**src/adct_cfg.svh**
```systemverilog
// Timing and field constants for the converter timing controller
`ifndef ADCT_CFG_SVH
`define ADCT_CFG_SVH
// ==========================================
// Control register field positions and result codes
`define ADCT_STC_LSB        12
`define ADCT_CTC_LSB        14
`define ADCT_RES_BITS       10
`define ADCT_RES_ZERO       10'h000
`define ADCT_RES_FULL       10'h3FF
// ==========================================
// Phase lengths in half-cycle units, ctc 00
`define ADCT_S00_0          120
`define ADCT_S00_1          140
`define ADCT_S00_2          200
`define ADCT_S00_3          400
`define ADCT_C00_0          240
`define ADCT_C00_N          280
`define ADCT_E00_0          28
`define ADCT_E00_1          16
`define ADCT_E00_2          52
`define ADCT_E00_3          44
// Ctc 11
`define ADCT_S11_0          240
`define ADCT_S11_1          280
`define ADCT_S11_2          400
`define ADCT_S11_3          800
`define ADCT_C11_0          480
`define ADCT_C11_N          560
`define ADCT_E11_0          52
`define ADCT_E11_1          28
`define ADCT_E11_2          100
`define ADCT_E11_3          52
// Ctc 10
`define ADCT_S10_0          480
`define ADCT_S10_1          560
`define ADCT_S10_2          800
`define ADCT_S10_3          1600
`define ADCT_C10_0          960
`define ADCT_C10_N          1120
`define ADCT_E10_0          100
`define ADCT_E10_1          52
`define ADCT_E10_2          196
`define ADCT_E10_3          164
// Shortest total conversion
`define ADCT_MIN_TOTAL      388
// Half-cpu-period units per clock (cpu clock is 1/(2 units))
`define ADCT_UNITS_PER_CLK  2
`endif

```
**src/adct_pkg.sv**
```systemverilog
// Types for the converter timing controller
package adct_pkg;
   typedef enum logic [3:0] {
      ADCT_IDLE   = 4'b0001,
      ADCT_SAMPLE = 4'b0010,
      ADCT_COMP   = 4'b0100,
      ADCT_EXTRA  = 4'b1000
   } adct_state_t;
   typedef struct packed {
      logic [11:0] sample_len;
      logic [11:0] comp_len;
      logic [11:0] extra_len;
   } adct_len_t;
endpackage : adct_pkg

```
**src/adct_len_lut.sv**
```systemverilog
// Phase length lookup, in clock cycles, from the two timing codes
`include "adct_cfg.svh"
module adct_len_lut (
   input  wire logic [1:0]        conv_time_code,
   input  wire logic [1:0]        sample_time_code,
   output adct_pkg::adct_len_t    len
);
   // ==========================================
   // Lookup
   function automatic logic [11:0] cyc(input int units);
      cyc = 12'(units / `ADCT_UNITS_PER_CLK);
   endfunction : cyc

   adct_pkg::adct_len_t t00;
   adct_pkg::adct_len_t t11;
   adct_pkg::adct_len_t t10;

   always_comb begin
      case (sample_time_code)
         2'h0: t00 = '{cyc(`ADCT_S00_0), cyc(`ADCT_C00_0), cyc(`ADCT_E00_0)};
         2'h1: t00 = '{cyc(`ADCT_S00_1), cyc(`ADCT_C00_N), cyc(`ADCT_E00_1)};
         2'h2: t00 = '{cyc(`ADCT_S00_2), cyc(`ADCT_C00_N), cyc(`ADCT_E00_2)};
         default: t00 = '{cyc(`ADCT_S00_3), cyc(`ADCT_C00_N), cyc(`ADCT_E00_3)};
      endcase
      case (sample_time_code)
         2'h0: t11 = '{cyc(`ADCT_S11_0), cyc(`ADCT_C11_0), cyc(`ADCT_E11_0)};
         2'h1: t11 = '{cyc(`ADCT_S11_1), cyc(`ADCT_C11_N), cyc(`ADCT_E11_1)};
         2'h2: t11 = '{cyc(`ADCT_S11_2), cyc(`ADCT_C11_N), cyc(`ADCT_E11_2)};
         default: t11 = '{cyc(`ADCT_S11_3), cyc(`ADCT_C11_N), cyc(`ADCT_E11_3)};
      endcase
      case (sample_time_code)
         2'h0: t10 = '{cyc(`ADCT_S10_0), cyc(`ADCT_C10_0), cyc(`ADCT_E10_0)};
         2'h1: t10 = '{cyc(`ADCT_S10_1), cyc(`ADCT_C10_N), cyc(`ADCT_E10_1)};
         2'h2: t10 = '{cyc(`ADCT_S10_2), cyc(`ADCT_C10_N), cyc(`ADCT_E10_2)};
         default: t10 = '{cyc(`ADCT_S10_3), cyc(`ADCT_C10_N), cyc(`ADCT_E10_3)};
      endcase
   end

   // Reserved code 01 falls back to the 00 timing so a conversion always ends
   assign len = (conv_time_code == 2'b11) ? t11 :
                (conv_time_code == 2'b10) ? t10 : t00;
endmodule : adct_len_lut

```
**src/adct_timing.sv**
```systemverilog
// Successive-approximation conversion timing controller
`include "adct_cfg.svh"
module adct_timing (
   input  wire logic                   clk_sys,
   input  wire logic                   rst_b,
   input  wire logic                   start,
   input  wire logic [15:0]            converter_control_reg,
   input  wire logic [9:0]             ain_level,
   input  wire logic                   ain_below_gnd,
   input  wire logic                   ain_above_ref,
   input  wire logic                   cmp_result,
   output logic                        sample_en,
   output logic                        hold,
   output logic [9:0]                  dac_code,
   output logic                        busy,
   output logic [9:0]                  result,
   output logic                        result_valid
);
   // ==========================================
   // Timing code decode
   wire logic [1:0] conv_time_code;
   wire logic [1:0] sample_time_code;
   adct_pkg::adct_len_t len;

   assign conv_time_code   = converter_control_reg[`ADCT_CTC_LSB +: 2];
   assign sample_time_code = converter_control_reg[`ADCT_STC_LSB +: 2];

   adct_len_lut u_lut (
      .conv_time_code   (conv_time_code),
      .sample_time_code (sample_time_code),
      .len              (len)
   );

   // ==========================================
   // Phase sequencer
   adct_pkg::adct_state_t state;
   adct_pkg::adct_state_t next_state;
   adct_pkg::adct_len_t   lat_len;
   logic [11:0]           cnt;
   logic [3:0]            bit_idx;
   logic [9:0]            sar;
   logic [9:0]            held;
   logic                  held_lo;
   logic                  held_hi;
   logic [11:0]           step_len;

   // Each of the ten steps takes an equal slice; the remainder lands on the last
   assign step_len = 12'(lat_len.comp_len / 12'd10);
   wire logic cnt_done  = (cnt == 12'd1);
   wire logic step_done = (state == adct_pkg::ADCT_COMP) &&
                          ((bit_idx == 4'd9) ? cnt_done : (cnt == (lat_len.comp_len
                          - 12'(step_len * 12'(bit_idx)) - step_len + 12'd1)));
   wire logic [9:0] trial = sar | (10'h200 >> bit_idx);

   always_comb begin
      next_state = state;
      case (state)
         adct_pkg::ADCT_IDLE:   if (start) next_state = adct_pkg::ADCT_SAMPLE;
         adct_pkg::ADCT_SAMPLE: if (cnt_done) next_state = adct_pkg::ADCT_COMP;
         adct_pkg::ADCT_COMP:   if (cnt_done) next_state = adct_pkg::ADCT_EXTRA;
         adct_pkg::ADCT_EXTRA:  if (cnt_done) next_state = adct_pkg::ADCT_IDLE;
         default:               next_state = adct_pkg::ADCT_IDLE;
      endcase
   end

   always_ff @(posedge clk_sys) begin
      if (!rst_b) begin
         state   <= adct_pkg::ADCT_IDLE;
         cnt     <= 12'h000;
         lat_len <= '0;
      end else begin
         state <= next_state;
         if (state == adct_pkg::ADCT_IDLE && start) begin
            lat_len <= len;
            cnt     <= len.sample_len;
         end else if (state == adct_pkg::ADCT_SAMPLE && cnt_done) begin
            cnt <= lat_len.comp_len;
         end else if (state == adct_pkg::ADCT_COMP && cnt_done) begin
            cnt <= lat_len.extra_len;
         end else if (cnt != 12'h000) begin
            cnt <= cnt - 12'd1;
         end
      end
   end

   // ==========================================
   // Hold and approximation register
   always_ff @(posedge clk_sys) begin
      if (!rst_b) begin
         held    <= 10'h000;
         held_lo <= 1'b0;
         held_hi <= 1'b0;
         sar     <= 10'h000;
         bit_idx <= 4'h0;
      end else if (state == adct_pkg::ADCT_SAMPLE) begin
         // Input tracked only while sampling; frozen afterwards
         held    <= ain_level;
         held_lo <= ain_below_gnd;
         held_hi <= ain_above_ref;
         sar     <= 10'h000;
         bit_idx <= 4'h0;
      end else if (step_done && bit_idx < 4'd10) begin
         sar     <= cmp_result ? trial : sar;
         bit_idx <= bit_idx + 4'd1;
      end
   end

   // ==========================================
   // Result transfer at end of extra phase
   wire logic       extra_end = (state == adct_pkg::ADCT_EXTRA) && cnt_done;
   wire logic [9:0] final_val = held_lo ? `ADCT_RES_ZERO :
                                held_hi ? `ADCT_RES_FULL : sar;
   always_ff @(posedge clk_sys) begin
      if (!rst_b) begin
         result       <= 10'h000;
         result_valid <= 1'b0;
      end else begin
         result_valid <= extra_end;
         if (extra_end) result <= final_val;
      end
   end

   assign sample_en = (state == adct_pkg::ADCT_SAMPLE);
   assign hold      = (state == adct_pkg::ADCT_COMP) || (state == adct_pkg::ADCT_EXTRA);
   assign busy      = (state != adct_pkg::ADCT_IDLE);
   assign dac_code  = (bit_idx < 4'd10) ? trial : sar;

   // ==========================================
   // Checks
   logic [11:0] tot;
   always_ff @(posedge clk_sys) begin
      if (!rst_b) tot <= 12'h000;
      else if (!busy) tot <= 12'h000;
      else tot <= tot + 12'd1;
   end

   min_total_a: assert property (@(posedge clk_sys) disable iff (!rst_b)
      extra_end |-> tot >= 12'(`ADCT_MIN_TOTAL / `ADCT_UNITS_PER_CLK) - 12'd1)
      else $error("conversion shorter than minimum");
   total_sum_a: assert property (@(posedge clk_sys) disable iff (!rst_b)
      extra_end |-> tot + 12'd1 == lat_len.sample_len + lat_len.comp_len + lat_len.extra_len)
      else $error("total differs from phase sum");
   sample_first_a: assert property (@(posedge clk_sys) disable iff (!rst_b)
      (state == adct_pkg::ADCT_IDLE && start) |=> sample_en)
      else $error("conversion did not begin with sampling");
   sample_len_a: assert property (@(posedge clk_sys) disable iff (!rst_b)
      $rose(sample_en) |-> cnt == lat_len.sample_len)
      else $error("sample length not loaded");
   steps_done_a: assert property (@(posedge clk_sys) disable iff (!rst_b)
      $rose(state == adct_pkg::ADCT_EXTRA) |-> bit_idx == 4'd10)
      else $error("not all ten steps taken");
   held_stable_a: assert property (@(posedge clk_sys) disable iff (!rst_b)
      (hold && $past(hold)) |-> $stable(held))
      else $error("held value changed after sampling");
   clamp_zero_a: assert property (@(posedge clk_sys) disable iff (!rst_b)
      (extra_end && held_lo) |=> result == `ADCT_RES_ZERO)
      else $error("underrange result not zero");
   clamp_full_a: assert property (@(posedge clk_sys) disable iff (!rst_b)
      (extra_end && !held_lo && held_hi) |=> result == `ADCT_RES_FULL)
      else $error("overrange result not full scale");
   lut_fast_a: assert property (@(posedge clk_sys) disable iff (!rst_b)
      (converter_control_reg[15:12] == 4'h0) |-> len.sample_len == 12'd60 && len.comp_len == 12'd120)
      else $error("fastest code lengths wrong");

   conv_done_c: cover property (@(posedge clk_sys) disable iff (!rst_b) result_valid);
   slow_code_c: cover property (@(posedge clk_sys) disable iff (!rst_b)
      extra_end && conv_time_code == 2'b10);
   clamp_c:     cover property (@(posedge clk_sys) disable iff (!rst_b) extra_end && held_hi);
endmodule : adct_timing

```
**config.mk**
```make
export PLATFORM = sky130hd
export DESIGN_NAME = adct_timing
export DESIGN_NICKNAME = d
export VERILOG_FILES = /design/src/adct_pkg.sv /design/src/adct_len_lut.sv /design/src/adct_timing.sv
export VERILOG_INCLUDE_DIRS = /design/src
export SDC_FILE = /design/constraint.sdc
export NUM_CORES = 1
export LEC_CHECK = 0
export ABC_AREA = 1
export BUFFER_PORTS_ARGS = -buffer_cell sky130_fd_sc_hd__buf_2
export CORE_ASPECT_RATIO = 1.4
export CORE_MARGIN = 5
export CORE_UTILIZATION = 55
export CTS_CLUSTER_SIZE = 24
export DETAILED_ROUTE_END_ITERATION = 12
export PLACE_DENSITY = 0.81
export RECOVER_POWER = 100
export SETUP_SLACK_MARGIN = 0.4
export SYNTH_ARGS = -nofsm -noshare
export SYNTH_HDL_FRONTEND = slang
export SYNTH_HIERARCHICAL = 1
export SYNTH_SLANG_ARGS = --single-unit
```
**constraint.sdc**
```tcl
create_clock -name clk_sys -period 9 [get_ports clk_sys]
set_clock_uncertainty 0.15 [all_clocks]
set_input_delay 2.7 -clock clk_sys [delete_from_list [all_inputs] [get_ports clk_sys]]
set_output_delay 2.7 -clock clk_sys [all_outputs]
set_load 0.02 [all_outputs]
```
# [Word level (Yosys, flattened, before mapping)]
# Index checks and enable logic that the tools add are counted.
# Widths: inputs -> output; s select.
[totals] inputBits=32 ff_bits=67
[classes] n_mux=18 add_sub_neg=5 mul=1 bitwise=2 eq_ne=16 n_shift=1 n_reduce_logical=13 n_lt_le_gt_ge=1 n_div=1
[op_table] operator="$pmux 34 s3" n=1
[op_table] operator="$pmux 33 s3" n=1
[op_table] operator="$pmux 32 s3" n=1
[op_table] operator="$mux 12" n=4
[op_table] operator="$mux 36" n=1
[op_table] operator="$mux 34" n=1
[op_table] operator="$mux 10" n=3
[op_table] operator="$sub 12x12->12" n=2
[op_table] operator="$mux 4" n=4
[op_table] operator="$pmux 4 s4" n=1
[op_table] operator="$add 12x1->12 const B" n=1
[op_table] operator="$div 12x4->12 const B" n=1
[op_table] operator="$eq 12x1->1 const B" n=1
[op_table] operator="$eq 12x12->1" n=1
[op_table] operator="$mul 12x4->12" n=1
[op_table] operator="$reduce_bool 12->1" n=1
[op_table] operator="$sub 12x1->12 const B" n=1
[op_table] operator="$or 10x10->10" n=1
[op_table] operator="$shr 10x4->10 const A" n=1
[op_table] operator="$eq 4x4->1 const B" n=2
[op_table] operator="$eq 2x2->1 const B" n=3
[op_table] operator="$logic_and 1x1->1" n=6
[op_table] operator="$ne 2x2->1 const B" n=3
[op_table] operator="$add 4x1->4 const B" n=1
[op_table] operator="other kinds (15)" n=15

# [Depth between registers and ports, before layout]
[depth] depth_word=10 mapped_depth=64 mapped_depth_nobuf=63

# [Hierarchy]
# The synthesis kept the hierarchy.
[modules_own_cells] mod="adct_timing" n_inst=1 cells_each=765 area_each_um2=5504.0
[modules_own_cells] mod="adct_len_lut" n_inst=1 cells_each=91 area_each_um2=498.0

# [Worst setup path before layout]
# No wires, ideal clock.
[synth_path] path_kind="reg-to-reg" from="register lat_len[21] (netlist name)" to="register sar[0]" arrival_time_ps=7146 period_less_slack_ps=7366 slack_ps=1634 t_required_ps=8780 path_stages_with_launch=57 path_cell_list="dfxtp_1 > o21ai_2 > nand2_2 > nand2_4 > nand2_1 > nand2_1 > nand2_2 > nand2_4 > inv_2 > nand2_1 > nand2_1 > inv_2 > nand2_4 > nand2_4 > nand2_2 > nand2_1 > nand3_1 > nand2_2 > [... 21 more ...] > ha_1 > inv_1 > fa_1 > o21ai_0 > a21oi_1 > o21bai_1 > xor2_1 > nor2_1 > nor2_1 > and3_1 > nand2_1 > o32ai_1 > nand3_1 > inv_1 > nand2_1 > inv_1 > nand2_1 > a21oi_1"
[synth_between] elab_chain_cells=10
[synth_lines] item="start, declared" line="adct_timing.sv:38" text="adct_pkg::adct_len_t lat_len;"
[synth_lines] item="start signal, assigned" line="adct_timing.sv:74" text="lat_len <= len;"
[synth_lines] item="$div 12x4->12" line="adct_timing.sv:48" text="assign step_len = 12'(lat_len.comp_len / 12'd10);"
[synth_lines] item="$mul 12x4->12" line="adct_timing.sv:52" text="- 12'(step_len * 12'(bit_idx)) - step_len + 12'd1)));"
[synth_lines] item="$sub 12x12->12" line="adct_timing.sv:52"
[synth_lines] item="$sub 12x12->12 *" line="adct_timing.sv:52"
[synth_lines] item="$add 12x1->12 *" line="adct_timing.sv:52"
[synth_lines] item="$eq 12x12->1 *" line="adct_timing.sv:51" text="((bit_idx == 4'd9) ? cnt_done : (cnt == (lat_len.comp_len"
[synth_lines] item="$mux 1 *" line="adct_timing.sv:51"
[synth_lines] item="$logic_and 1x1->1 *" line="adct_timing.sv:50" text="wire logic step_done = (state == adct_pkg::ADCT_COMP) &&"
[synth_lines] item="$logic_and 1x1->1 *" line="adct_timing.sv:102" text="end else if (step_done && bit_idx < 4'd10) begin"
[synth_lines] item="$reduce_and 2->1 (no line) *"
[synth_lines] item="end signal, assigned" line="adct_timing.sv:103" text="sar <= cmp_result ? trial : sar;"
[synth_lines] item="end, declared" line="adct_timing.sv:41" text="logic [9:0] sar;"
# Mark *: on every way between the ends. The rest lies on a longest branch, timed or not.
# A chain may end at the register's enable or synchronous reset.

# [Worst setup path in the final report]
[layout_path] from="register lat_len[23] (netlist name)" to="register sar[9]"
# Same word-level chain as after synthesis.

==> flow_summary_export.csv <==
group,metric,value,unit
placed_design,post-place-ws,503,ps
detailed_routing,route.detailed.drc,0,
layout,fin_cells,1026,
logic_synthesis,ys.flop_type,"dfxtp_1",
clock_tree,cts_tree,"done",
logic_synthesis,post_synth_num_cell_types,48,
clock_tree,cts_buffer_depth,2,
setup_path,rrSetupSlack,820,ps
placed_design,place.gp.congestion,0.922,
logic_synthesis,syn_area,6000,µm²
setup_path,r2r-end,"sar[9]",
layout,drive_gt1_frac,0.0994,
worst_hold_path,hold_depth,2,
die,num_rows,45,
setup_path,crit_family,"simple AND/OR/NAND/NOR gates",
layout,final_util,0.607,
logic_synthesis,ys_warn_count,6,
global_route,grt_pass1_wl,24100,µm
timing,drv_slew,90,
timing,setup_tns,0,ps
global_route,grt_pass1_vias,5258,
outcome,violations,"max-capacitance violations, max-slew violations",
worst_hold_path,hold_end,"sar[1]",
logic_synthesis,ys_seq_area_frac,0.223,
timing,fin_crit_sh,0.909,
layout,areaGrowthSynthToFinish,8.82,%
detailed_routing,wl,14400,µm
setup_path,crit_path_top_delay_cell,"fa_1",
clock_tree,cts-buffers-inserted,9,
timing,finalHoldViolations,0,
setup_path,r2r_start,"lat_len[23]",
outcome,status,"finished, violations left",
layout,final_nets,987,
logic_synthesis,synthCells,856,
die,core,10800,µm²
worst_hold_path,holdCritStartpoint,"sar[1]",
timing,fin_ws,819,ps
placed_design,portBuffers,33,
timing,worst_slew_pin_slew,2000,ps
timing,grt_setup_unrepaired,"no",
clock_tree,worstSkewPairLatency,340,ps
setup_path,critical_path.max_stage_delay,550,ps
die,initial_core_util,0.558,
detailed_routing,drtAntennaViolNets,0,
logic_synthesis,synth_top_area_share,0.223,
run,cap_violations,2,
logic_synthesis,synth_edf_count,0,
clock_tree,cts_max_level,3,
setup_path,r2r_cells,56,
detailed_routing,vias,5448,
setup_path,crit_buf_inv,11,
global_route,antenna_found_initial,0,
die,ios,56,
die,die_area,13100,µm²
logic_synthesis,yosysTopAreaCell,"dfxtp_1",
logic_synthesis,async_reset_ff_frac,0,
clock_tree,cts-hold-fix-buffers,0,
clock_tree,path_clk_slew,60,ps
logic_synthesis,synth_area_per_cell,7.01,µm²
die,die_y,134,µm
timing,fmax,122,MHz
global_route,grt_overflow_total,0,
global_route,grt_usage,0.224,
setup_path,critPathCaptureType,"flop",
timing,slew-limit-headroom,-0.331,
global_route,grt_start_max_net_pins,51,
placed_design,dp_hpwl,11100,µm
worst_hold_path,holdCritPathClass,"reg2reg",
layout,fill_cells,1000,
setup_path,cp.arrival,8260,ps
logic_synthesis,ys_seq_elements,67,
detailed_routing,viasPerCell,5.31,
die,die_x,98.3,µm
placed_design,placedCellCount,1008,
setup_path,start_kind,"flop",
clock_tree,clock-root-buffer,"clkbuf_16",
setup_path,crit_fanout,8,
setup_path,cp.required,9080,ps
timing,min_period,8180,ps
layout,antennaDiodeCount,0,
timing,finalSetupViolCount,0,
setup_path,path_class,"reg2reg",
detailed_routing,routedWlPerCell,14.0,µm
detailed_routing,dr.pass1.iters,5,
clock_tree,cts.sinks,67,
logic_synthesis,synthTopCellsByArea,"dfxtp_1 (22%), fa_1 (11%), nand2_1 (9.1%)",
detailed_routing,drt-initial-drc-count,285,
[tightest hold or removal path, delay by kind of cell, from the launching register on]
family / cells / cell delay (ps)
buffers and inverters: 1 / 60
DFF: 1 / 300
AOI/OAI and AO/OA: 1 / 60
[area by class of cell]
cell class | instances | area, µm² | share of cell area
multi-input cells | 609 | 3940 | 0.604
repair buffers | 36 | 165 | 0.0253
clock buffers | 11 | 243 | 0.0372
flip-flops and latches | 67 | 1350 | 0.207
inverters | 157 | 594 | 0.0910
well taps | 141 | 176 | 0.0270
clock inverters | 5 | 60.1 | 0.00920
[cell usage after synthesis, types with 2 or more instances]
master and instances:
a211oi_1 2, a21o_1 3, a21oi_1 49, a31oi_1 6, and3_1 2, buf_1 3, buf_4 13, buf_6 2
clkbuf_1 17, dfxtp_1 67, fa_1 32, ha_1 43, inv_1 142, inv_2 13, nand2_1 145, nand2_2 15
nand2_4 13, nand3_1 48, nand3_2 5, nand4_1 5, nor2_1 84, nor3_1 8, nor4_1 2, o211a_1 6
o211ai_1 3, o21ai_0 76, o21bai_1 2, o221ai_1 3, o22ai_1 3, xnor2_1 9, xor2_1 18
[logic make-up (layout without fill, tap and decap cells)]
family | after synthesis | count (layout) | synth area share
buf+inv | 192 | 209 | 0.131
xor+xnor | 27 | 27 | 0.0394
simple gates | 332 | 332 | 0.255
flops | 67 | 67 | 0.223
fa+ha+maj | 75 | 75 | 0.196
compound gates | 162 | 162 | 0.154
other cells | 1 | 13 | 0.000625
[through the flow]
| stage | hold slack, ps | area (µm²) |
|---|---|---|
| floorplan | 280 | 6050 |
| global placement | 310 | 6200 |
| detailed placement | 322 | 6200 |
| CTS | 330 | 6500 |
| global route | 352 | 6530 |
| finish | 328 | 6530 |
[metal layers]
| metal | routed length, µm | track usage | vias to the layer above |
|---|---|---|---|
| li1 | - | - | 2749 |
| met1 | 5830 | 0.254 | 2564 |
| met2 | 7730 | 0.417 | 102 |
| met3 | 375 | 0.0330 | 33 |
| met4 | 431 | 0.0873 | 0 |
| met5 | 0 | 0 | - |
[worst max path at each step]
stage                start     end  slack [ps]  depth (start not counted)
2_1_floorplan  lat_len[21]  sar[0]        1630                         56
4_1_cts        lat_len[23]  sar[0]         470                         55
3_3_place_gp   lat_len[23]  sar[1]         620                         59
5_1_grt        lat_len[23]  sar[8]         180                         57
6_report       lat_len[23]  sar[9]         820                         56
3_5_place_dp   lat_len[23]  sar[0]         500                         55
[what timing repair did]
action                                  CTS  global route
resized for setup                         0            18
endpoints found under the setup margin    0            14
hold endpoints to repair                  0             0
buffers inserted                          0             2
[layout by cell type, fill, tap and decap left out, drive strengths merged, types with 8 or more instances in the layout]
| cell type | instances |
|---|---|
| nand2 | 173 |
| inv | 157 |
| nor2 | 85 |
| o21ai | 78 |
| dfxtp | 67 |
| nand3 | 54 |
| a21oi | 51 |
| ha | 43 |
| clkbuf | 37 |
| fa | 32 |
| xor2 | 18 |
| conb | 13 |
| buf | 10 |
| xnor2 | 9 |
| nor3 | 8 |
[registers in the layout, summed over array words and instances (netlist names)]
name,flops
sar,10
result,10
held_hi,1
result_valid,1
held_lo,1
state,4
bit_idx,4
lat_len,24
cnt,12
Power is left out: the tool's default activity adds up to more than one toggle a clock period on the data nets, which glitch-free logic cannot reach.
